==> config.mk <==
export PLATFORM = sky130hd
export DESIGN_NAME = uart_top
export DESIGN_NICKNAME = d
export VERILOG_FILES = /design/src/verilog/uart_pkg.sv /design/src/verilog/fifo_if.sv /design/src/verilog/uart_fifo.sv /design/src/verilog/uart_tick_gen.sv /design/src/verilog/uart_top.sv
export SDC_FILE = /design/constraint.sdc
export NUM_CORES = 1
export LEC_CHECK = 0
export BUFFER_PORTS_ARGS = -buffer_cell sky130_fd_sc_hd__buf_4
export CORE_MARGIN = 3
export CORE_UTILIZATION = 45
export CTS_CLUSTER_DIAMETER = 80
export DETAILED_ROUTE_END_ITERATION = 10
export SLEW_MARGIN = 20
export SYNTH_ARGS = -nofsm -noshare
export SYNTH_HDL_FRONTEND = slang
export SYNTH_SLANG_ARGS = --single-unit
==> constraint.sdc <==
create_clock -name CORE_CLK -period 4.44 [get_ports CORE_CLK]
set_input_delay 0.222 -clock CORE_CLK [delete_from_list [all_inputs] [get_ports CORE_CLK]]
set_output_delay 0.222 -clock CORE_CLK [all_outputs]
set_load 0.03 [all_outputs]
==> src/verilog/uart_pkg.sv <==
// Constants shared by the serial transceiver, its FIFOs and its tick generator.
// Assumes one 40 MHz core clock and control strobes from logic on that clock.
// Overview of operation
// - Transmit and receive enables set after reset.
// - Disable mid-character finishes that character first.
// - Send start, data LSB first, parity, stops.
// - Receiver stores error flags with each byte.
// - Divisor: 16-bit integer, 6-bit fraction.
// - Tick at 16x baud; bit per 16 ticks.
// - Divisor and line control commit on line write.
// - Sixteen-entry FIFOs; read 12 bits, write 8.
// - Enabled transmitter drains FIFO back to back.
// - Busy while FIFO non-empty or shifter active.
// - Start valid only if low at tick eight.
// - Sample data every sixteen ticks, then parity.
// - Stop sample must be high, else framing.
// - FIFOs one deep until FIFO enable set.
// - Empty, full flags and overrun status exposed.
// - Trigger levels in eighths, default one half.
// - Seven events ORed into one request.
// - Masked status equals raw AND mask.
// - Clear write clears raw and masked views.
// - Timeout after 32 idle bit periods.
// - Loopback feeds transmit line to receiver.
// - Full receive FIFO drops byte, flags overrun.
package uart_pkg;
  localparam int          CLK_HZ        = 40_000_000;  // Core clock rate.
  localparam int          FIFO_DEPTH    = 16;          // Entries per FIFO.
  localparam int          PTR_W         = 4;           // FIFO pointer width.
  localparam int          CNT_W         = 5;           // FIFO fill count width.
  localparam int          RXW_W         = 12;          // Data plus four error flags.
  localparam int          DIVI_W        = 16;          // Integer divisor width.
  localparam int          DIVF_W        = 6;           // Fraction in sixty-fourths.
  localparam int          TICKS_PER_BIT = 16;          // Reference ticks per bit.
  localparam logic [3:0]  LAST_TICK     = 4'h000F;     // Final tick of a bit period.
  localparam logic [3:0]  START_TICK    = 4'h0007;     // Eighth tick, start check.
  localparam int          TOUT_BITS     = 32;          // Idle bit periods to timeout.
  localparam logic [9:0]  TOUT_TICKS    = 10'(TOUT_BITS * TICKS_PER_BIT - 1);
  // Line control field positions.
  localparam int          LC_BRK = 0;
  localparam int          LC_PEN = 1;
  localparam int          LC_EPS = 2;
  localparam int          LC_STP2 = 3;
  localparam int          LC_FEN = 4;
  localparam int          LC_WLEN = 5;                 // Two bits: length minus five.
  localparam int          LC_SPS = 7;
  localparam logic [7:0]  LC_RESET = 8'h0000;          // FIFOs off after reset.
  // Control field positions and reset value: both directions on, block off.
  localparam int          CT_EN  = 0;
  localparam int          CT_LBE = 1;
  localparam int          CT_TXE = 2;
  localparam int          CT_RXE = 3;
  localparam logic [3:0]  CT_RESET = 4'h000C;
  // Level select codes: 0..4 mean 1/8, 1/4, 1/2, 3/4, 7/8 of the FIFO.
  localparam logic [2:0]  LVL_HALF = 3'h0002;
  localparam logic [5:0]  IFLS_RESET = {LVL_HALF, LVL_HALF};
  // Event bit positions in raw, masked, mask and clear words.
  localparam int          EV_RX = 0;
  localparam int          EV_TX = 1;
  localparam int          EV_RT = 2;
  localparam int          EV_FE = 3;
  localparam int          EV_PE = 4;
  localparam int          EV_BE = 5;
  localparam int          EV_OE = 6;
  localparam int          EV_W  = 7;
  // Error flag positions above the data byte in a receive entry.
  localparam int          RX_FE = 8;
  localparam int          RX_PE = 9;
  localparam int          RX_BE = 10;
  localparam int          RX_OE = 11;
endpackage

==> src/verilog/fifo_if.sv <==
// Push and pop signals of one FIFO, shared between the transceiver and its stores.
// Assumes both ends run on the core clock.
interface fifo_if #(parameter int W = 8);
  logic                        push;   // Write one entry.
  logic [W-1:0]                wdata;  // Entry to write.
  logic                        pop;    // Drop the head entry.
  logic [W-1:0]                rdata;  // Head entry.
  logic [uart_pkg::CNT_W-1:0]  count;  // Entries held.
  logic                        full;   // No room at current depth.
  logic                        empty;  // Nothing held.
  modport owner (output push, wdata, pop, input rdata, count, full, empty);
  modport store (input push, wdata, pop, output rdata, count, full, empty);
endinterface

==> src/verilog/uart_fifo.sv <==
// Sixteen-entry FIFO that shrinks to a one-entry holding register when disabled.
// A push when full or a pop when empty is ignored; the transmit owner pushes unchecked.
module uart_fifo #(parameter int W = 8) (
  input  wire logic CLK,
  input  wire logic RST_N,
  input  wire logic DEEP,
  fifo_if.store     F
);
  logic [W-1:0]                mem [uart_pkg::FIFO_DEPTH];  // Entry storage.
  logic [uart_pkg::PTR_W-1:0]  wr_ff;                       // Write pointer.
  logic [uart_pkg::PTR_W-1:0]  rd_ff;                       // Read pointer.
  logic [uart_pkg::CNT_W-1:0]  cnt_ff;                      // Fill count.
  logic [uart_pkg::CNT_W-1:0]  limit;                       // Depth now in force.
  logic                        do_push;
  logic                        do_pop;

  // Depth follows the FIFO-enable bit; switching it with data held is not supported.
  assign limit   = DEEP ? uart_pkg::CNT_W'(uart_pkg::FIFO_DEPTH) : 5'h0001;
  assign F.full  = (cnt_ff >= limit);
  assign F.empty = (cnt_ff == 5'h0000);
  assign F.count = cnt_ff;
  assign F.rdata = mem[rd_ff];
  assign do_push = F.push && !F.full;
  assign do_pop  = F.pop && !F.empty;

  // Storage has no reset so it can map onto plain RAM.
  always_ff @(posedge CLK) begin
    if (do_push) begin
      mem[wr_ff] <= F.wdata;
    end
  end

  // Pointers and count.
  always_ff @(posedge CLK or negedge RST_N) begin
    if (!RST_N) begin
      wr_ff  <= '0;
      rd_ff  <= '0;
      cnt_ff <= '0;
    end else begin
      wr_ff  <= wr_ff + PTR_INC(do_push);
      rd_ff  <= rd_ff + PTR_INC(do_pop);
      cnt_ff <= cnt_ff + CNT_W5(do_push) - CNT_W5(do_pop);
    end
  end

  function automatic logic [uart_pkg::PTR_W-1:0] PTR_INC(input logic b);
    return {3'h0000, b};
  endfunction

  function automatic logic [uart_pkg::CNT_W-1:0] CNT_W5(input logic b);
    return {4'h0000, b};
  endfunction
endmodule

==> src/verilog/uart_tick_gen.sv <==
// Reference tick generator at sixteen times the baud rate, fractional divisor.
// Assumes the divisor is stable between line-control writes; zero stops ticks.
module uart_tick_gen (
  input  wire logic                         CLK,
  input  wire logic                         RST_N,
  input  wire logic [uart_pkg::DIVI_W-1:0]  DIV_INT,
  input  wire logic [uart_pkg::DIVF_W-1:0]  DIV_FRAC,
  output logic                              TICK
);
  logic [uart_pkg::DIVI_W-1:0]  cnt_ff;   // Clocks left in this period.
  logic [uart_pkg::DIVF_W-1:0]  acc_ff;   // Fraction accumulator.
  logic [uart_pkg::DIVF_W:0]    acc_sum;  // Accumulator plus fraction, with carry.
  logic                         at_end;   // Last clock of the period.

  assign acc_sum = {1'b0, acc_ff} + {1'b0, DIV_FRAC};
  assign at_end  = (cnt_ff == '0) && (DIV_INT != '0);

  // Each period lasts the integer part, plus one clock when the fraction carries,
  // so the mean period is integer plus fraction over 64.
  always_ff @(posedge CLK or negedge RST_N) begin
    if (!RST_N) begin
      cnt_ff <= '0;
      acc_ff <= '0;
      TICK   <= 1'b0;
    end else begin
      TICK <= at_end;
      if (at_end) begin
        acc_ff <= acc_sum[uart_pkg::DIVF_W-1:0];
        cnt_ff <= DIV_INT - 16'h0001 + {15'h0000, acc_sum[uart_pkg::DIVF_W]};
      end else if (cnt_ff != '0) begin
        cnt_ff <= cnt_ff - 16'h0001;
      end
    end
  end
endmodule

==> src/verilog/uart_top.sv <==
// Asynchronous serial transceiver: control words, FIFOs, framing and events.
// Assumes control strobes come from logic on CORE_CLK; only the receive pin
// is asynchronous and is synchronised here.
module uart_top (
  input  wire logic         CORE_CLK,
  input  wire logic         RST_N,
  input  wire logic         SERIAL_RECEIVE_LINE,
  output logic              SERIAL_TRANSMIT_LINE,
  input  wire logic         INT_DIV_WR,
  input  wire logic [15:0]  INT_DIV_DATA,
  input  wire logic         FRAC_DIV_WR,
  input  wire logic [5:0]   FRAC_DIV_DATA,
  input  wire logic         LINE_CTRL_WR,
  input  wire logic [7:0]   LINE_CTRL_DATA,
  input  wire logic         CTRL_WR,
  input  wire logic [3:0]   CTRL_DATA,
  input  wire logic         LEVEL_SEL_WR,
  input  wire logic [5:0]   LEVEL_SEL_DATA,
  input  wire logic         MASK_WR,
  input  wire logic [6:0]   MASK_DATA,
  input  wire logic         EVENT_CLR_WR,
  input  wire logic [6:0]   EVENT_CLR_DATA,
  input  wire logic         TX_WR,
  input  wire logic [7:0]   TX_DATA,
  input  wire logic         RX_RD,
  input  wire logic         OVERRUN_CLR,
  output logic [11:0]       RX_DATA,
  output logic              BUSY,
  output logic              TX_EMPTY,
  output logic              TX_FULL,
  output logic              RX_EMPTY,
  output logic              RX_FULL,
  output logic              OVERRUN,
  output logic [6:0]        RAW_STATUS,
  output logic [6:0]        MASKED_STATUS,
  output logic              IRQ
);
  typedef enum logic [4:0] {
    S_IDLE = 5'b00001, S_START = 5'b00010, S_DATA = 5'b00100,
    S_PAR  = 5'b01000, S_STOP  = 5'b10000
  } ser_state_e;

  // Control words and the shadow halves of the divisor.
  logic [15:0]  int_sh_ff;    // Integer divisor waiting for commit.
  logic [5:0]   frac_sh_ff;   // Fraction waiting for commit.
  logic [15:0]  div_int_ff;   // Integer divisor in force.
  logic [5:0]   div_frac_ff;  // Fraction in force.
  logic [7:0]   lc_ff;        // Line control in force.
  logic [3:0]   ct_ff;        // Enable, loopback, transmit and receive enables.
  logic [5:0]   ifls_ff;      // Receive level in [5:3], transmit in [2:0].
  logic [6:0]   mask_ff;      // Event mask.
  logic [6:0]   raw_ff;       // Sticky raw events.
  logic [6:0]   nxt_raw;
  logic         tick;         // Sixteen-times reference tick.
  logic [1:0]   wlen;
  logic         en_tx;
  logic         en_rx;

  fifo_if #(.W(8))                  txf ();
  fifo_if #(.W(uart_pkg::RXW_W))    rxf ();

  uart_tick_gen u_tick (
    .CLK      (CORE_CLK),
    .RST_N    (RST_N),
    .DIV_INT  (div_int_ff),
    .DIV_FRAC (div_frac_ff),
    .TICK     (tick)
  );
  uart_fifo #(.W(8)) u_txf (
    .CLK   (CORE_CLK),
    .RST_N (RST_N),
    .DEEP  (lc_ff[uart_pkg::LC_FEN]),
    .F     (txf.store)
  );
  uart_fifo #(.W(uart_pkg::RXW_W)) u_rxf (
    .CLK   (CORE_CLK),
    .RST_N (RST_N),
    .DEEP  (lc_ff[uart_pkg::LC_FEN]),
    .F     (rxf.store)
  );

  assign wlen  = lc_ff[uart_pkg::LC_WLEN +: 2];
  assign en_tx = ct_ff[uart_pkg::CT_EN] && ct_ff[uart_pkg::CT_TXE];
  assign en_rx = ct_ff[uart_pkg::CT_EN] && ct_ff[uart_pkg::CT_RXE];

  // Parity over the active data bits; stick parity sends the inverse of even select.
  function automatic logic parity_of(input logic [7:0] d, input logic [1:0] wl,
                                     input logic eps, input logic sps);
    logic [7:0] m;
    m = d & (8'h00FF >> (2'h3 - wl));
    return sps ? !eps : (eps ? ^m : !(^m));
  endfunction

  // Trigger level in entries for a select code: eighths of sixteen.
  function automatic logic [4:0] level_of(input logic [2:0] sel);
    case (sel)
      3'h0000: level_of = 5'h0002;
      3'h0001: level_of = 5'h0004;
      3'h0003: level_of = 5'h000C;
      3'h0004: level_of = 5'h000E;
      default: level_of = 5'h0008;
    endcase
  endfunction

  // Control words. The divisor halves sit in shadows and reach the tick generator
  // only together with a line-control write, so a half-written divisor never runs.
  // Writing while enabled is tolerated but gives undefined framing.
  always_ff @(posedge CORE_CLK or negedge RST_N) begin
    if (!RST_N) begin
      int_sh_ff   <= '0;
      frac_sh_ff  <= '0;
      div_int_ff  <= '0;
      div_frac_ff <= '0;
      lc_ff       <= uart_pkg::LC_RESET;
      ct_ff       <= uart_pkg::CT_RESET;
      ifls_ff     <= uart_pkg::IFLS_RESET;
      mask_ff     <= '0;
    end else begin
      if (INT_DIV_WR) int_sh_ff <= INT_DIV_DATA;
      if (FRAC_DIV_WR) frac_sh_ff <= FRAC_DIV_DATA;
      if (LINE_CTRL_WR) begin
        div_int_ff  <= INT_DIV_WR ? INT_DIV_DATA : int_sh_ff;
        div_frac_ff <= FRAC_DIV_WR ? FRAC_DIV_DATA : frac_sh_ff;
        lc_ff       <= LINE_CTRL_DATA;
      end
      if (CTRL_WR) ct_ff <= CTRL_DATA;
      if (LEVEL_SEL_WR) ifls_ff <= LEVEL_SEL_DATA;
      if (MASK_WR) mask_ff <= MASK_DATA;
    end
  end

  // Transmitter.
  ser_state_e  tx_st_ff;
  logic [3:0]  tx_tc_ff;    // Tick within bit.
  logic [2:0]  tx_bc_ff;    // Data bits left minus one.
  logic [7:0]  tx_sh_ff;    // Shifter.
  logic        tx_par_ff;   // Parity bit of this character.
  logic        tx_stop2_ff; // Second stop bit still owed.
  logic        tx_bit_end;
  logic        tx_go;
  logic        tx_bit;

  assign tx_bit_end = tick && (tx_tc_ff == uart_pkg::LAST_TICK);
  // A new character starts only while enabled; one in flight always completes.
  assign tx_go      = (tx_st_ff == S_IDLE) && en_tx && !txf.empty;
  assign txf.pop    = tx_go;
  assign txf.push   = TX_WR;
  assign txf.wdata  = TX_DATA;
  assign tx_bit     = (tx_st_ff == S_START) ? 1'b0 :
                      (tx_st_ff == S_DATA)  ? tx_sh_ff[0] :
                      (tx_st_ff == S_PAR)   ? tx_par_ff : 1'b1;

  // Frame sequencing: start, data from bit zero, optional parity, one or two stops.
  always_ff @(posedge CORE_CLK or negedge RST_N) begin
    if (!RST_N) begin
      tx_st_ff    <= S_IDLE;
      tx_tc_ff    <= '0;
      tx_bc_ff    <= '0;
      tx_sh_ff    <= '0;
      tx_par_ff   <= 1'b0;
      tx_stop2_ff <= 1'b0;
    end else begin
      if (tick) tx_tc_ff <= tx_tc_ff + 4'h0001;
      case (tx_st_ff)
        S_IDLE: if (tx_go) begin
          tx_st_ff  <= S_START;
          tx_tc_ff  <= '0;
          tx_sh_ff  <= txf.rdata;
          tx_par_ff <= parity_of(txf.rdata, wlen, lc_ff[uart_pkg::LC_EPS],
                                 lc_ff[uart_pkg::LC_SPS]);
        end
        S_START: if (tx_bit_end) begin
          tx_st_ff <= S_DATA;
          tx_bc_ff <= {1'b1, wlen};  // Length minus one: wlen plus four.
        end
        S_DATA: if (tx_bit_end) begin
          tx_sh_ff <= {1'b0, tx_sh_ff[7:1]};
          tx_bc_ff <= tx_bc_ff - 3'h0001;
          if (tx_bc_ff == '0) begin
            tx_st_ff    <= lc_ff[uart_pkg::LC_PEN] ? S_PAR : S_STOP;
            tx_stop2_ff <= lc_ff[uart_pkg::LC_STP2];
          end
        end
        S_PAR: if (tx_bit_end) tx_st_ff <= S_STOP;
        S_STOP: if (tx_bit_end) begin
          tx_stop2_ff <= 1'b0;
          if (!tx_stop2_ff) tx_st_ff <= S_IDLE;
        end
        default: tx_st_ff <= S_IDLE;
      endcase
    end
  end

  // Receiver: pin synchroniser, loopback select and character assembly.
  logic        rx_m_ff;     // First synchroniser stage, read only by the second.
  logic        rx_s_ff;     // Synchronised pin.
  logic        rx_line;
  ser_state_e  rx_st_ff;
  logic [3:0]  rx_tc_ff;
  logic [2:0]  rx_bc_ff;
  logic [7:0]  rx_sh_ff;
  logic        rx_par_ff;   // Sampled parity bit.
  logic        ovr_ff;      // Overrun pending for the next stored entry.
  logic        rx_samp;
  logic [7:0]  rx_byte;
  logic        rx_pe;
  logic        rx_be;
  logic        rx_done;

  assign rx_line  = ct_ff[uart_pkg::CT_LBE] ? SERIAL_TRANSMIT_LINE : rx_s_ff;
  assign rx_samp  = tick && (rx_tc_ff == uart_pkg::LAST_TICK);
  assign rx_byte  = rx_sh_ff >> (2'h3 - wlen);
  assign rx_pe    = lc_ff[uart_pkg::LC_PEN] &&
                    (rx_par_ff != parity_of(rx_byte, wlen, lc_ff[uart_pkg::LC_EPS],
                                            lc_ff[uart_pkg::LC_SPS]));
  assign rx_be    = (rx_byte == '0) && !rx_line &&
                    !(lc_ff[uart_pkg::LC_PEN] && rx_par_ff);
  assign rx_done  = (rx_st_ff == S_STOP) && rx_samp;
  // A character arriving with the FIFO full is dropped and only marks overrun.
  assign rxf.push  = rx_done && !rxf.full;
  assign rxf.wdata = {ovr_ff, rx_be, rx_pe, !rx_line, rx_byte};
  assign rxf.pop   = RX_RD && !rxf.empty;

  // A low line in idle starts the count; a start still low at tick eight is kept.
  always_ff @(posedge CORE_CLK or negedge RST_N) begin
    if (!RST_N) begin
      rx_m_ff   <= 1'b1;
      rx_s_ff   <= 1'b1;
      rx_st_ff  <= S_IDLE;
      rx_tc_ff  <= '0;
      rx_bc_ff  <= '0;
      rx_sh_ff  <= '0;
      rx_par_ff <= 1'b0;
    end else begin
      rx_m_ff <= SERIAL_RECEIVE_LINE;
      rx_s_ff <= rx_m_ff;
      if (tick) rx_tc_ff <= rx_tc_ff + 4'h0001;
      case (rx_st_ff)
        S_IDLE: if (en_rx && !rx_line) begin
          rx_st_ff <= S_START;
          rx_tc_ff <= '0;
        end
        S_START: if (tick && rx_tc_ff == uart_pkg::START_TICK) begin
          rx_st_ff <= rx_line ? S_IDLE : S_DATA;
          rx_tc_ff <= '0;
          rx_bc_ff <= {1'b1, wlen};  // Length minus one: wlen plus four.
        end
        S_DATA: if (rx_samp) begin
          rx_sh_ff <= {rx_line, rx_sh_ff[7:1]};
          rx_bc_ff <= rx_bc_ff - 3'h0001;
          if (rx_bc_ff == '0) rx_st_ff <= lc_ff[uart_pkg::LC_PEN] ? S_PAR : S_STOP;
        end
        S_PAR: if (rx_samp) begin
          rx_par_ff <= rx_line;
          rx_st_ff  <= S_STOP;
        end
        S_STOP: if (rx_samp) begin
          rx_par_ff <= 1'b0;
          rx_st_ff  <= S_IDLE;
        end
        default: rx_st_ff <= S_IDLE;
      endcase
    end
  end

  // Receive timeout: counts ticks since the last stored character.
  logic [9:0] to_cnt_ff;
  logic       to_hit;
  assign to_hit = tick && !rxf.empty && (to_cnt_ff == uart_pkg::TOUT_TICKS);

  always_ff @(posedge CORE_CLK or negedge RST_N) begin
    if (!RST_N) begin
      to_cnt_ff <= '0;
    end else if (rxf.push || rxf.empty) begin
      to_cnt_ff <= '0;
    end else if (tick && to_cnt_ff != uart_pkg::TOUT_TICKS) begin
      to_cnt_ff <= to_cnt_ff + 10'h0001;
    end
  end

  // Event sources; a set in the same cycle as a clear wins.
  logic [6:0] ev_set;
  logic       tx_lvl;
  logic       rx_lvl;
  assign tx_lvl = lc_ff[uart_pkg::LC_FEN] ? (txf.count <= level_of(ifls_ff[2:0]))
                                          : txf.empty;
  assign rx_lvl = lc_ff[uart_pkg::LC_FEN] ? (rxf.count >= level_of(ifls_ff[5:3]))
                                          : !rxf.empty;
  always_comb begin
    ev_set                    = '0;
    ev_set[uart_pkg::EV_RX]   = rx_lvl;
    ev_set[uart_pkg::EV_TX]   = tx_lvl;
    ev_set[uart_pkg::EV_RT]   = to_hit;
    ev_set[uart_pkg::EV_FE]   = rxf.push && rxf.wdata[uart_pkg::RX_FE];
    ev_set[uart_pkg::EV_PE]   = rxf.push && rxf.wdata[uart_pkg::RX_PE];
    ev_set[uart_pkg::EV_BE]   = rxf.push && rxf.wdata[uart_pkg::RX_BE];
    ev_set[uart_pkg::EV_OE]   = rx_done && rxf.full;
    nxt_raw                   = (raw_ff & ~(EVENT_CLR_WR ? EVENT_CLR_DATA : 7'h0000))
                                | ev_set;
    if (rxf.empty) nxt_raw[uart_pkg::EV_RT] = 1'b0;
  end

  // Raw events, overrun bookkeeping and registered status outputs.
  always_ff @(posedge CORE_CLK or negedge RST_N) begin
    if (!RST_N) begin
      raw_ff        <= '0;
      ovr_ff        <= 1'b0;
      OVERRUN       <= 1'b0;
      SERIAL_TRANSMIT_LINE <= 1'b1;
      RX_DATA       <= '0;
      BUSY          <= 1'b0;
      TX_EMPTY      <= 1'b1;
      TX_FULL       <= 1'b0;
      RX_EMPTY      <= 1'b1;
      RX_FULL       <= 1'b0;
      RAW_STATUS    <= '0;
      MASKED_STATUS <= '0;
      IRQ           <= 1'b0;
    end else begin
      raw_ff <= nxt_raw;
      if (rx_done && rxf.full) ovr_ff <= 1'b1;
      else if (rxf.push) ovr_ff <= 1'b0;
      if (rx_done && rxf.full) OVERRUN <= 1'b1;
      else if (OVERRUN_CLR) OVERRUN <= 1'b0;
      // Break holds the line low regardless of the shifter.
      SERIAL_TRANSMIT_LINE <= tx_bit && !lc_ff[uart_pkg::LC_BRK];
      RX_DATA       <= rxf.rdata;
      BUSY          <= !txf.empty || (tx_st_ff != S_IDLE);
      TX_EMPTY      <= txf.empty;
      TX_FULL       <= txf.full;
      RX_EMPTY      <= rxf.empty;
      RX_FULL       <= rxf.full;
      RAW_STATUS    <= nxt_raw;
      MASKED_STATUS <= nxt_raw & mask_ff;
      IRQ           <= |(nxt_raw & mask_ff);
    end
  end
endmodule

* After elaboration in Yosys (flattened, before gate mapping)
Memories as Yosys holds them, arrays and structs flattened. A register that Yosys moved wholly into a read port is not among the register bits.
Index checks and enable logic that the tools add are counted.
** Operators by class
- Add/subtract/negate cells :: 18
- Order comparisons :: 4
- Eq/ne operators :: 36
- Shift operators :: 2
- Multiplexer cells :: 69
- Bitwise logic cells :: 6
- Reduce and logical (&&, ||, !) cells :: 72
** Operators by type and width (number)
- 2-to-1 mux 5 bit :: 15
- case mux 5 bit (5 select lines) :: 2
- 2-to-1 mux 16 bit :: 3
- case mux 4 bit (4 select lines) :: 2
- nonzero test 16 bit :: 2
- subtractor 16 x 1 -> 16 bit (second input constant) :: 2
- logical AND 1 bit :: 28
- 2-to-1 mux 1 bit :: 24
- 2-to-1 mux 4 bit :: 6
- != test 2 bit (second input constant) :: 11
- 2-to-1 mux 10 bit :: 2
- nonzero test 2 bit :: 9
- adder 16 x 1 -> 16 bit :: 1
- adder 4 x 1 -> 4 bit :: 4
- bitwise AND 8 bit :: 2
- logical NOT 16 bit :: 1
- 2-to-1 mux 8 bit :: 2
- case mux 8 bit (2 select lines) :: 1
- parity 8 bit :: 2
- greater-or-equal comparator 5 bit :: 3
- 2-to-1 mux 3 bit :: 5
- bitwise AND 7 bit :: 2
- logical NOT 3 bit :: 4
- case mux 3 bit (2 select lines) :: 2
- other kinds (41) :: 72
** Storage, ports and cells
- Register bits after elaboration :: 196
- Memory bits (writable) :: 320
- Bits of input ports :: 75
- Output and inout port bits :: 34
- Logic and storage cells :: 251
- Memories :: 2
** Memory list
- u_rxf.mem :: depth 16, width 12, read ports 1, clocked after memory_dff 1, wr ports 1, RTL line uart_fifo.sv:9 : logic [W-1:0] mem [uart_pkg::FIFO_DEPTH];
- u_txf.mem :: depth 16, width 8, read ports 1, clocked after memory_dff 0, wr ports 1, RTL line uart_fifo.sv:9

* Longest topological paths before layout
Gate-level depths: netlist of the first run.
- Depth after elaboration :: 14
- Mapped depth :: 16

* Cells and area by module
From an unflattened synthesis of the first run, not the netlist that was laid out.
** Unflattened totals
- Cells, all modules :: 1547
- Area, all modules :: 22913.2 um^2
** By module, submodules not included
- uart_fifo (u_rxf) :: times used 1, cells an instance 436, area each 8270.4 um^2
- uart_top :: times used 1, cells an instance 603, area each 7076.8 um^2
- uart_fifo (u_txf) :: times used 1, cells an instance 322, area each 5866.9 um^2
- uart_tick_gen :: times used 1, cells an instance 186, area each 1699.1 um^2

* Worst setup path after synthesis of the first run
Ideal clock, no wire load.
- Kind :: register to register
- Start point :: reg lc_ff[5]
- End point :: reg IRQ
- Library setup time :: 0.065 ns
- Data arrival time :: 3.246 ns
- Data required time :: 4.375 ns
- Setup slack :: 1.129 ns
- Cell stages (with the launch flop) :: 15
- Path buffers :: 2
- Path through :: dfrtp_1 -> clkbuf_1 -> clkbuf_1 -> mux2i_1 -> nand2_1 -> o21ai_0 -> ha_1 -> nand2_1 -> a21oi_1 -> nand3b_1 -> nor4_1 -> a22o_1 -> and2_1 -> or4_1 -> a21o_1
** Between the ends
- Elaborated cells between the ends (all ways) :: 18
- Classes of those cells :: add/sub (1); eq/ne (1); shift (2); mux (2); bitwise (3); reduce/logical (9)
** RTL lines
- start, declared :: RTL line uart_top.sv:48 : logic [7:0] lc_ff;
- start signal, assigned :: RTL line uart_top.sv:114 : lc_ff <= uart_pkg::LC_RESET;
- subtractor 2 bit :: RTL line uart_top.sv:212 : assign rx_byte = rx_sh_ff >> (2'h3 - wlen);
- >> shifter 8 x 2 -> 8 bit :: RTL line uart_top.sv:212
- logical NOT 8 bit :: RTL line uart_top.sv:216 : assign rx_be = (rx_byte == '0) && !rx_line &&
- logical AND 1 bit (2 in a row) :: RTL line uart_top.sv:216
- via rx_be :: RTL line uart_top.sv:207 : logic rx_be;
- logical AND 1 bit :: RTL line uart_top.sv:296 : ev_set[uart_pkg::EV_BE] = rxf.push && rxf.wdata[uart_pkg::RX_BE];
- bitwise OR 7 bit :: RTL line uart_top.sv:299 : | ev_set;
- via nxt_raw[5] :: RTL line uart_top.sv:53 : logic [6:0] nxt_raw;
- bitwise AND 7 bit :: RTL line uart_top.sv:335 : IRQ <= |(nxt_raw & mask_ff);
- OR reduction 7 bit :: RTL line uart_top.sv:335
- end signal, assigned :: RTL line uart_top.sv:335
- end, declared :: RTL line uart_top.sv:36 : output logic IRQ
The timed path passes the listed nets, and every way through them passes these cells.
A chain may end at the register's enable or synchronous reset.

* Final worst setup path of the first run
- Start point :: reg lc_ff[5]
- End point :: mem u_rxf.mem[7][9] (netlist bit), data pin
** Between the ends
- Word-level cells in the longest chain between the ends :: 9
- Elaborated cells between the ends (all ways) :: 10
- Classes of those cells :: add/sub (1); eq/ne (1); shift (2); mux (2); bitwise (1); reduce/logical (3)
** RTL lines
- subtractor 2 bit (*) :: RTL line uart_top.sv:90, uart_top.sv:212
- >> shifter 8 x 2 -> 8 bit, on equally long branches :: RTL line uart_top.sv:212, uart_top.sv:90
- bitwise AND 8 bit (*) :: RTL line uart_top.sv:90 : m = d & (8'h00FF >> (2'h3 - wl));
- parity 8 bit (*) :: RTL line uart_top.sv:91 : return sps ? !eps : (eps ? ^m : !(^m));
- logical NOT 1 bit :: RTL line uart_top.sv:91
- 2-to-1 mux 1 bit (*) (2 in a row) :: RTL line uart_top.sv:91
- != test 1 bit (*) :: RTL line uart_top.sv:214 : (rx_par_ff != parity_of(rx_byte, wlen, lc_ff[uart_pkg::LC_EPS],
- logical AND 1 bit (*) :: RTL line uart_top.sv:213 : assign rx_pe = lc_ff[uart_pkg::LC_PEN] &&
- via rx_pe :: RTL line uart_top.sv:206 : logic rx_pe;
- end, declared :: RTL line uart_fifo.sv:9
Mark *: on every way through the listed nets, which the timed path passes. The rest lies on a longest branch.

==> impl_results.md, run 1 <==
- Flops & latches, synth: around 530
- Critical path cell sequence: mux2_1 -> o21ai_0 -> ha_1 -> xnor2_1 -> xnor2_1 -> or3_1 -> a21o_1 -> xnor2_1 -> nor2_1
- Slew HR: 34.2%
- CTS tree: built
- Cell Pwr Density: 559 nW/µm²
- Arrival @ worst endpoint: 3.89 ns
- Drt wl/cell: 20.0 µm
- Post-Syn Nets: 1,633
- Clock Sinks: approximately 530
- Crit-path max cell delay: 0.72 ns
- Startpoint Class: register
- Setup Skew: 0.0266 ns
- Layout cell share with drive strength beyond 1: 22.2%
- Post-CTS setup buffers: 0
- Crit. End Element: register
- Global-route wire length before repair: ~79 mm
- Main synth FF type: edfxtp_1
- Largest fanout on the critical path: 16
- Synth warn: 0
- Post-synth EDFFs: 320
- Port bufs: 108
- Vias per cell: 5.33
- Hold endpoint: u_rxf.rd_ff[0]
- Fin crit period: 3.61 ns
- Clock Latency Late Sink: 0.61 ns
- Max layer used: met5
- Area grow syn2layout: 20.0%
- GRT Residual Overflow: 0
- Syn Std Cell Area: 22,300 µm²
- Die Height: 229 µm
- Reg-to-reg slack, setup: 0.83 ns
- Largest net degree at the start of global routing: between 100 and 150
- Num ports: 109
- Switching part of the total power: between 30% and 40%
- Row cnt: 80
- Met3 wire length: 2.06 mm
- Min-delay worst type: input pin to register
- Pre-antenna DRT Iters: 5
- Commonest non-fill, non-tap cell in the layout: edfxtp_1
- Most frequent cells in the layout: edfxtp_1 (320), dfrtp_1 (195), buf_4 (142)
- Internal power: just over 10 mW
- Switch Pwr: 4.62 mW
- CTS max path bufs: 3
- Avg Cell Area, Syn: 14.8 µm²
- Sequential Power Share: 42.4%
- Drt initial violations: approximately 830
- Hold Buf Count CTS: 86
- Clock transition at path regs: 0.06 ns
- Met1 wire length: 21.4 mm
- Clk root buf: clkbuf_16
- Total number of H-tree levels: 2
- Max cap viols: 0
- Reg2Reg Depth: 9
- Total CTS buffers: 55
- Crit-path most repeated cell: xnor2_1
- Fin nets: 1,865
- Core Area: between 40,000 and 50,000 µm²
- Initial core utilization: 46.1%
- Number of global-route vias before repair: 13,700
- Yosys cell types: 66
- Status: complete, no violations
- Clock Power Share: between 30% and 40%
- Crit path required time: 4.73 ns
- Resized Gates After CTS: 0
- Antenna Nets Post-Route: 0
- Final wirelength: 48.9 mm
- Crit-path slowest cell: dfrtp_1
- Final setup vio count: 0
- Worst VDD drop: 297 µV
- Measured slew at the worst slew-check pin: 0.987 ns
- Post-synthesis cell count: between 1,500 and 2,000
- P_leak: 10.2 nW
- Vias after detailed routing: between 10,000 and 15,000
- Placed cell count: 2,248
- Die Wd: 229 µm
- Final Hold Viols: 0
- Total track usage: between 10% and 20%
- Hold wc startpoint: RX_RD
- Max Freq: around 280 MHz
- DRC: 0
- Kind of critical path: register to register
- Finished Core Util: roughly 55%
- RSZ-0062 raised after global routing: no
- Layout Cells excl Fill: 2,439
- Wire length on met2: 24.3 mm
- Ys async rst share: 39.4%
- Routability cong.: 0.780
- Setup TNS: 0 ns
- Die ar.: 52,200 µm²
- Fill cells: 3,924
- Crit share post-route: 81.3%
- RR Endpoint: u_rxf.mem[7][9]
- Post-synthesis sequential area ratio: 66.5%
- Logic pwr share: between 20% and 30%
- Hold path cells: 3
- Initial antenna violation count: 2
- FF-to-FF Start: lc_ff[5]
- Dpl hpwl: 31.0 mm
- Max Slew Vio Count: 0
-- metal layers --
layer  track usage, %  up-vias
met4             4.64        2
li1                 -     6106
met2             32.7      257
met1             25.9     6555
met3             3.25       74
met5                0        -
-- state kept, by name (all words and copies together) (netlist names), 5 cells and up --
name and flops:
MASKED_STATUS 7, RX_DATA 12, div_frac_ff 6, div_int_ff 16
frac_sh_ff 6, ifls_ff 6, int_sh_ff 16, lc_ff 8
mask_ff 7, raw_ff 7, rx_sh_ff 8, rx_st_ff 5
to_cnt_ff 10, tx_sh_ff 8, tx_st_ff 5, u_rxf.F.count 5
u_rxf.mem 192, u_tick.acc_ff 6, u_tick.cnt_ff 16, u_txf.F.count 5
u_txf.mem 128
-- cell usage after synthesis, drive strengths merged, types with 16 or more instances --
cell,count,share of area [%]
inv,52,0.88
ha,52,2.9
o21ai,70,1.6
nor2,93,1.6
xnor2,33,1.3
nor3,23,0.52
xor2,32,1.3
nand2,112,1.9
nand3,31,0.70
clkbuf,40,0.67
buf,16,0.48
mux2i,60,2.7
dfrtp,197,22
mux2,78,3.9
mux4,59,6.1
a21oi,54,1.2
edfxtp,320,43
a22oi,17,0.57
-- metrics by stage --
stage / power, mW / worst slack [ns] / instance area (µm²) / hold WS, ns
after floorplan: 9.19 / 1.13 / 22300 / -0.0736
after global placement: 10.3 / 1.04 / 24000 / 0.334
after detailed placement: 10.3 / 0.816 / 24000 / 0.333
after CTS: 15.2 / 0.815 / 26700 / 0.00361
after global routing: 15.9 / 0.556 / 26700 / 0.0255
final: 15.0 / 0.831 / 26800 / 0.0424
-- power by group through the flow --
| stage | clock network (mW) | logic [mW] | registers (mW) |
|---|---|---|---|
| after floorplan | 0 | 2.93 | 6.27 |
| after global placement | 0 | 3.83 | 6.43 |
| after detailed placement | 0 | 3.89 | 6.45 |
| after CTS | 4.82 | 3.98 | 6.35 |
| after global routing | 5.04 | 4.39 | 6.43 |
| final | 4.69 | 3.93 | 6.34 |
-- worst max-delay path by stage --
stage             start          endpoint  slack, ns
3_3_place_gp   lc_ff[5]  u_rxf.mem[13][9]       1.04
4_1_cts        lc_ff[5]   u_rxf.mem[7][9]       0.82
2_1_floorplan  lc_ff[5]               IRQ       1.13
5_1_grt        lc_ff[5]   u_rxf.mem[7][9]       0.56
3_5_place_dp   lc_ff[5]  u_rxf.mem[15][9]       0.82
6_report       lc_ff[5]   u_rxf.mem[7][9]       0.83
-- cell families (layout without fill, tap and decap cells) --
kind of cell | Yosys count | after routing | share of synthesized area, %
flip-flops | 528 | 528 | 66.5
buffers and inverters | 108 | 387 | 2.03
XOR/XNOR | 66 | 66 | 2.69
adder cells (fa/ha/maj) | 55 | 55 | 3.19
AND/OR/NAND/NOR | 351 | 351 | 7.46
AO/OA/AOI/OAI | 198 | 198 | 5.39
other | 0 | 1 | 0
multiplexers | 197 | 197 | 12.7
-- final cells by class --
cell class                      count  area [µm²]  area share (%)
Clock inverter                     34         382            1.43
Clock buffer                       70        1500            5.59
Sequential cell                   528       14800            55.4
Multi-Input combinational cell    867        7040            26.3
Antenna cell                        1        2.50         0.00935
Inverter                           52         195           0.730
Tap cell                          656         821            3.07
Timing Repair Buffer              231        1980            7.41
-- worst max-delay path, delay by kind of cell (launching register included) --
kind	cells	cell delay, ns
AND/OR/NAND/NOR	2	1.00
flip-flops	1	0.72
XOR/XNOR	3	0.45
AO/OA/AOI/OAI	2	0.43
multiplexers	1	0.40
adder cells (fa/ha/maj)	1	0.29
Note: power is estimated with default switching activity, not from simulation.
==> inputs of run 2 (changes only) <==
Clock period 4.44 ns to 3.31 ns, I/O delays scaled along.
==> run 2 against run 1 <==
Effect of this change: final cell count increased by 1.6%; combinational power rose by 41%; sequential cell count stayed put; wire length fell by 3.2%; clock power increased by 27%; total power grew 33%; die area stayed put; sequential share of layout area fell by 0.58 points; first-iteration DRC count decreased by 7.2%; via count up 1.0%; register-to-register slack got worse by 0.61 ns; critical path depth up 6; largest power group unchanged.
==> impl_results.md, run 2 (same netlist as run 1, synthesis figures left out) <==
- Commonest non-fill, non-tap cell in the layout: edfxtp_1
- Crit path required time: 3.79 ns (-0.94 ns)
- Slew HR: 50.4% (+16 points)
- Clock Power Share: 30.0% (-1.3 points)
- Die Wd: 229 µm (unchanged)
- Num ports: 109 (unchanged)
- Fin nets: 1,907 (+2.3%)
- Max Slew Vio Count: 0 (unchanged)
- RR Endpoint: u_tick.cnt_ff[6]
- Largest Register: u_rxf.mem
- Startpoint Class: register
- Max Freq: 323 MHz (+17%)
- Sequential Power Share: 42.0% (-0.4 points)
- Layout cell share with drive strength beyond 1: 23.6% (+1.4 points)
- Worst Setup EP: u_tick.cnt_ff[6]
- Total CTS buffers: 54 (-1.8%)
- Total number of H-tree levels: 2 (unchanged)
- Routability cong.: 0.814 (+4.3%)
- Kind of critical path: register to register
- Crit. End Element: register
- Worst setup startpoint: div_frac_ff[0]
- Clock transition at path regs: 0.06 ns (about the same)
- Status: complete, no violations
- Min-delay worst type: input pin to register
- Pre-antenna DRT Iters: 5 (unchanged)
- Placed cell count: 2,286 (+1.7%)
- Worst VDD drop: 496 µV (+67%)
- Reg2Reg Depth: 15 (+6)
- Biggest registers after layout: u_rxf.mem (192), u_txf.mem (128)
- FF-to-FF Start: div_frac_ff[0]
- Global-route wire length before repair: 76.7 mm (-2.6%)
- GRT Residual Overflow: 0 (unchanged)
- CTS max path bufs: 3 (unchanged)
- Die Height: 229 µm (unchanged)
- Antenna Nets Post-Route: 0 (unchanged)
- Clock Sinks: 528 (unchanged)
- Vias after detailed routing: 13,100 (+1.0%)
- Drt initial violations: 774 (-7.2%)
- Logic pwr share: 28.0% (+1.7 points)
- Clock Latency Late Sink: 0.62 ns (about the same)
- Dpl hpwl: 31.4 mm (+1.2%)
- Layout Cells excl Fill: 2,479 (+1.6%)
- Fill cells: 3,899 (-0.64%)
- # diodes: 0 (-1)
- Largest fanout on the critical path: 6 (-10)
- Arrival @ worst endpoint: 3.58 ns (-0.31 ns)
- Area grow syn2layout: 21.3%
- Final setup vio count: 0 (unchanged)
- Setup TNS: 0 ns (unchanged)
- Switch Pwr: 6.12 mW (+32%)
- CTS tree: built
- Cell Pwr Density: 734 nW/µm² (+31%)
- Initial antenna violation count: 0 (-2)
- Total track usage: 18.4% (-0.77 points)
- Max FFs per register: 192 (unchanged)
- Number of global-route vias before repair: 13,700 (+0.15%)
- P_leak: 10.4 nW (+1.8%)
- Fin crit period: 3.09 ns (-0.516 ns)
- Row cnt: 80 (unchanged)
- Final Hold Viols: 0 (unchanged)
- Internal power: 13.7 mW (+33%)
- Measured slew at the worst slew-check pin: 0.744 ns (-0.244 ns)
- Vias per cell: 5.29 (-0.61%)
- Final wirelength: 47.3 mm (-3.2%)
- DRC: 0 (unchanged)
- Design Area, Final: 27,000 µm² (+1.1%)
- Clk root buf: clkbuf_16
- Initial core utilization: 46.1% (unchanged)
- Switching part of the total power: 30.8% (-0.074 points)
- Port bufs: 108 (unchanged)
- Max cap viols: 0 (unchanged)
- Placement Cell Area: 24,300 µm² (+1.2%)
- Setup Skew: 0.0211 ns (-0.00551 ns)
- Crit share post-route: 93.4% (+12 points)
- Die ar.: 52,200 µm² (unchanged)
- Largest net degree at the start of global routing: 93 (-16%)
- Drt wl/cell: 19.1 µm (-4.7%)
- Reg-to-reg slack, setup: 0.22 ns (-0.61 ns)
- Core Area: 48,300 µm² (unchanged)
- Most frequent cells in the layout: edfxtp_1 (320), dfrtp_1 (195), buf_4 (179)
## run 2: layout make-up
| cell class | instances | area (µm²) | share of cell area, % |
|---|---|---|---|
| Clock buffer | 87 | 1630 | 6.02 |
| Clock inverter | 15 | 150 | 0.555 |
| Inverter | 52 | 195 | 0.722 |
| Multi-Input combinational cell | 867 | 7080 | 26.2 |
| Sequential cell | 528 | 14800 | 54.9 |
| Tap cell | 656 | 821 | 3.04 |
| Timing Repair Buffer | 274 | 2330 | 8.62 |
## run 2: critical path, stage by stage (launching register included)
cell      delay (ns)
dfrtp_1         0.38
ha_1            0.21
inv_1           0.08
fa_1            0.21
inv_1           0.06
a21oi_1         0.12
o21bai_1        0.11
a21o_1          0.19
a21oi_1         0.18
ha_2            0.24
ha_1            0.18
or3b_4          0.45
nor3_2          0.16
xor2_1          0.08
a221oi_1        0.26
a21oi_1         0.07
## run 2: worst min path at each step
stage                       startpoint              to  slack, ns  depth (start not counted)
after floorplan                  RST_N            BUSY      -0.13                          0
after global placement           RST_N  u_txf.wr_ff[0]       0.22                          1
after detailed placement         RST_N  u_txf.wr_ff[0]       0.22                          1
after CTS                   INT_DIV_WR    int_sh_ff[4]      0.004                          2
after global routing        INT_DIV_WR    int_sh_ff[4]       0.03                          2
final                     EVENT_CLR_WR       raw_ff[6]       0.02                          4
## run 2: power groups by stage
stage / Combinational (mW) / Sequential, mW / Clock [mW]
floorplan: 3.93 / 8.41 / 0
global placement: 5.42 / 8.44 / 0
detailed placement: 5.49 / 8.46 / 0
CTS: 5.62 / 8.34 / 6.15
global route: 6.16 / 8.44 / 6.41
finish: 5.56 / 8.34 / 5.96
## run 2: what timing repair did
item                       in CTS  in global routing
setup endpoints to repair      16                 23
resized for setup               1                  7
buffers inserted                0                  0
hold endpoints to repair      291                  0
hold buffers                   91                  0
## run 2: per-layer routing
metal | vias to the layer above | GRT usage, % | share of wire, %
met5 | - | 0 | 0
met4 | 0 | 5.07 | 2.1
met3 | 66 | 2.53 | 3.9
met2 | 247 | 31.1 | 49
met1 | 6637 | 25.2 | 45
li1 | 6176 | - | -
## run 2: stage by stage
| step | hold WS, ns | power [mW] | utilization (%) | worst slack [ns] |
|---|---|---|---|---|
| floorplan | -0.130 | 12.3 | - | 0.187 |
| global placement | 0.221 | 13.9 | 50.3 | 0.0907 |
| detailed placement | 0.224 | 14.0 | 50.3 | -0.0743 |
| CTS | 0.00446 | 20.1 | 55.8 | 0.0454 |
| global route | 0.0304 | 21.0 | 55.9 | -0.0156 |
| finish | 0.0169 | 19.9 | 55.9 | 0.217 |
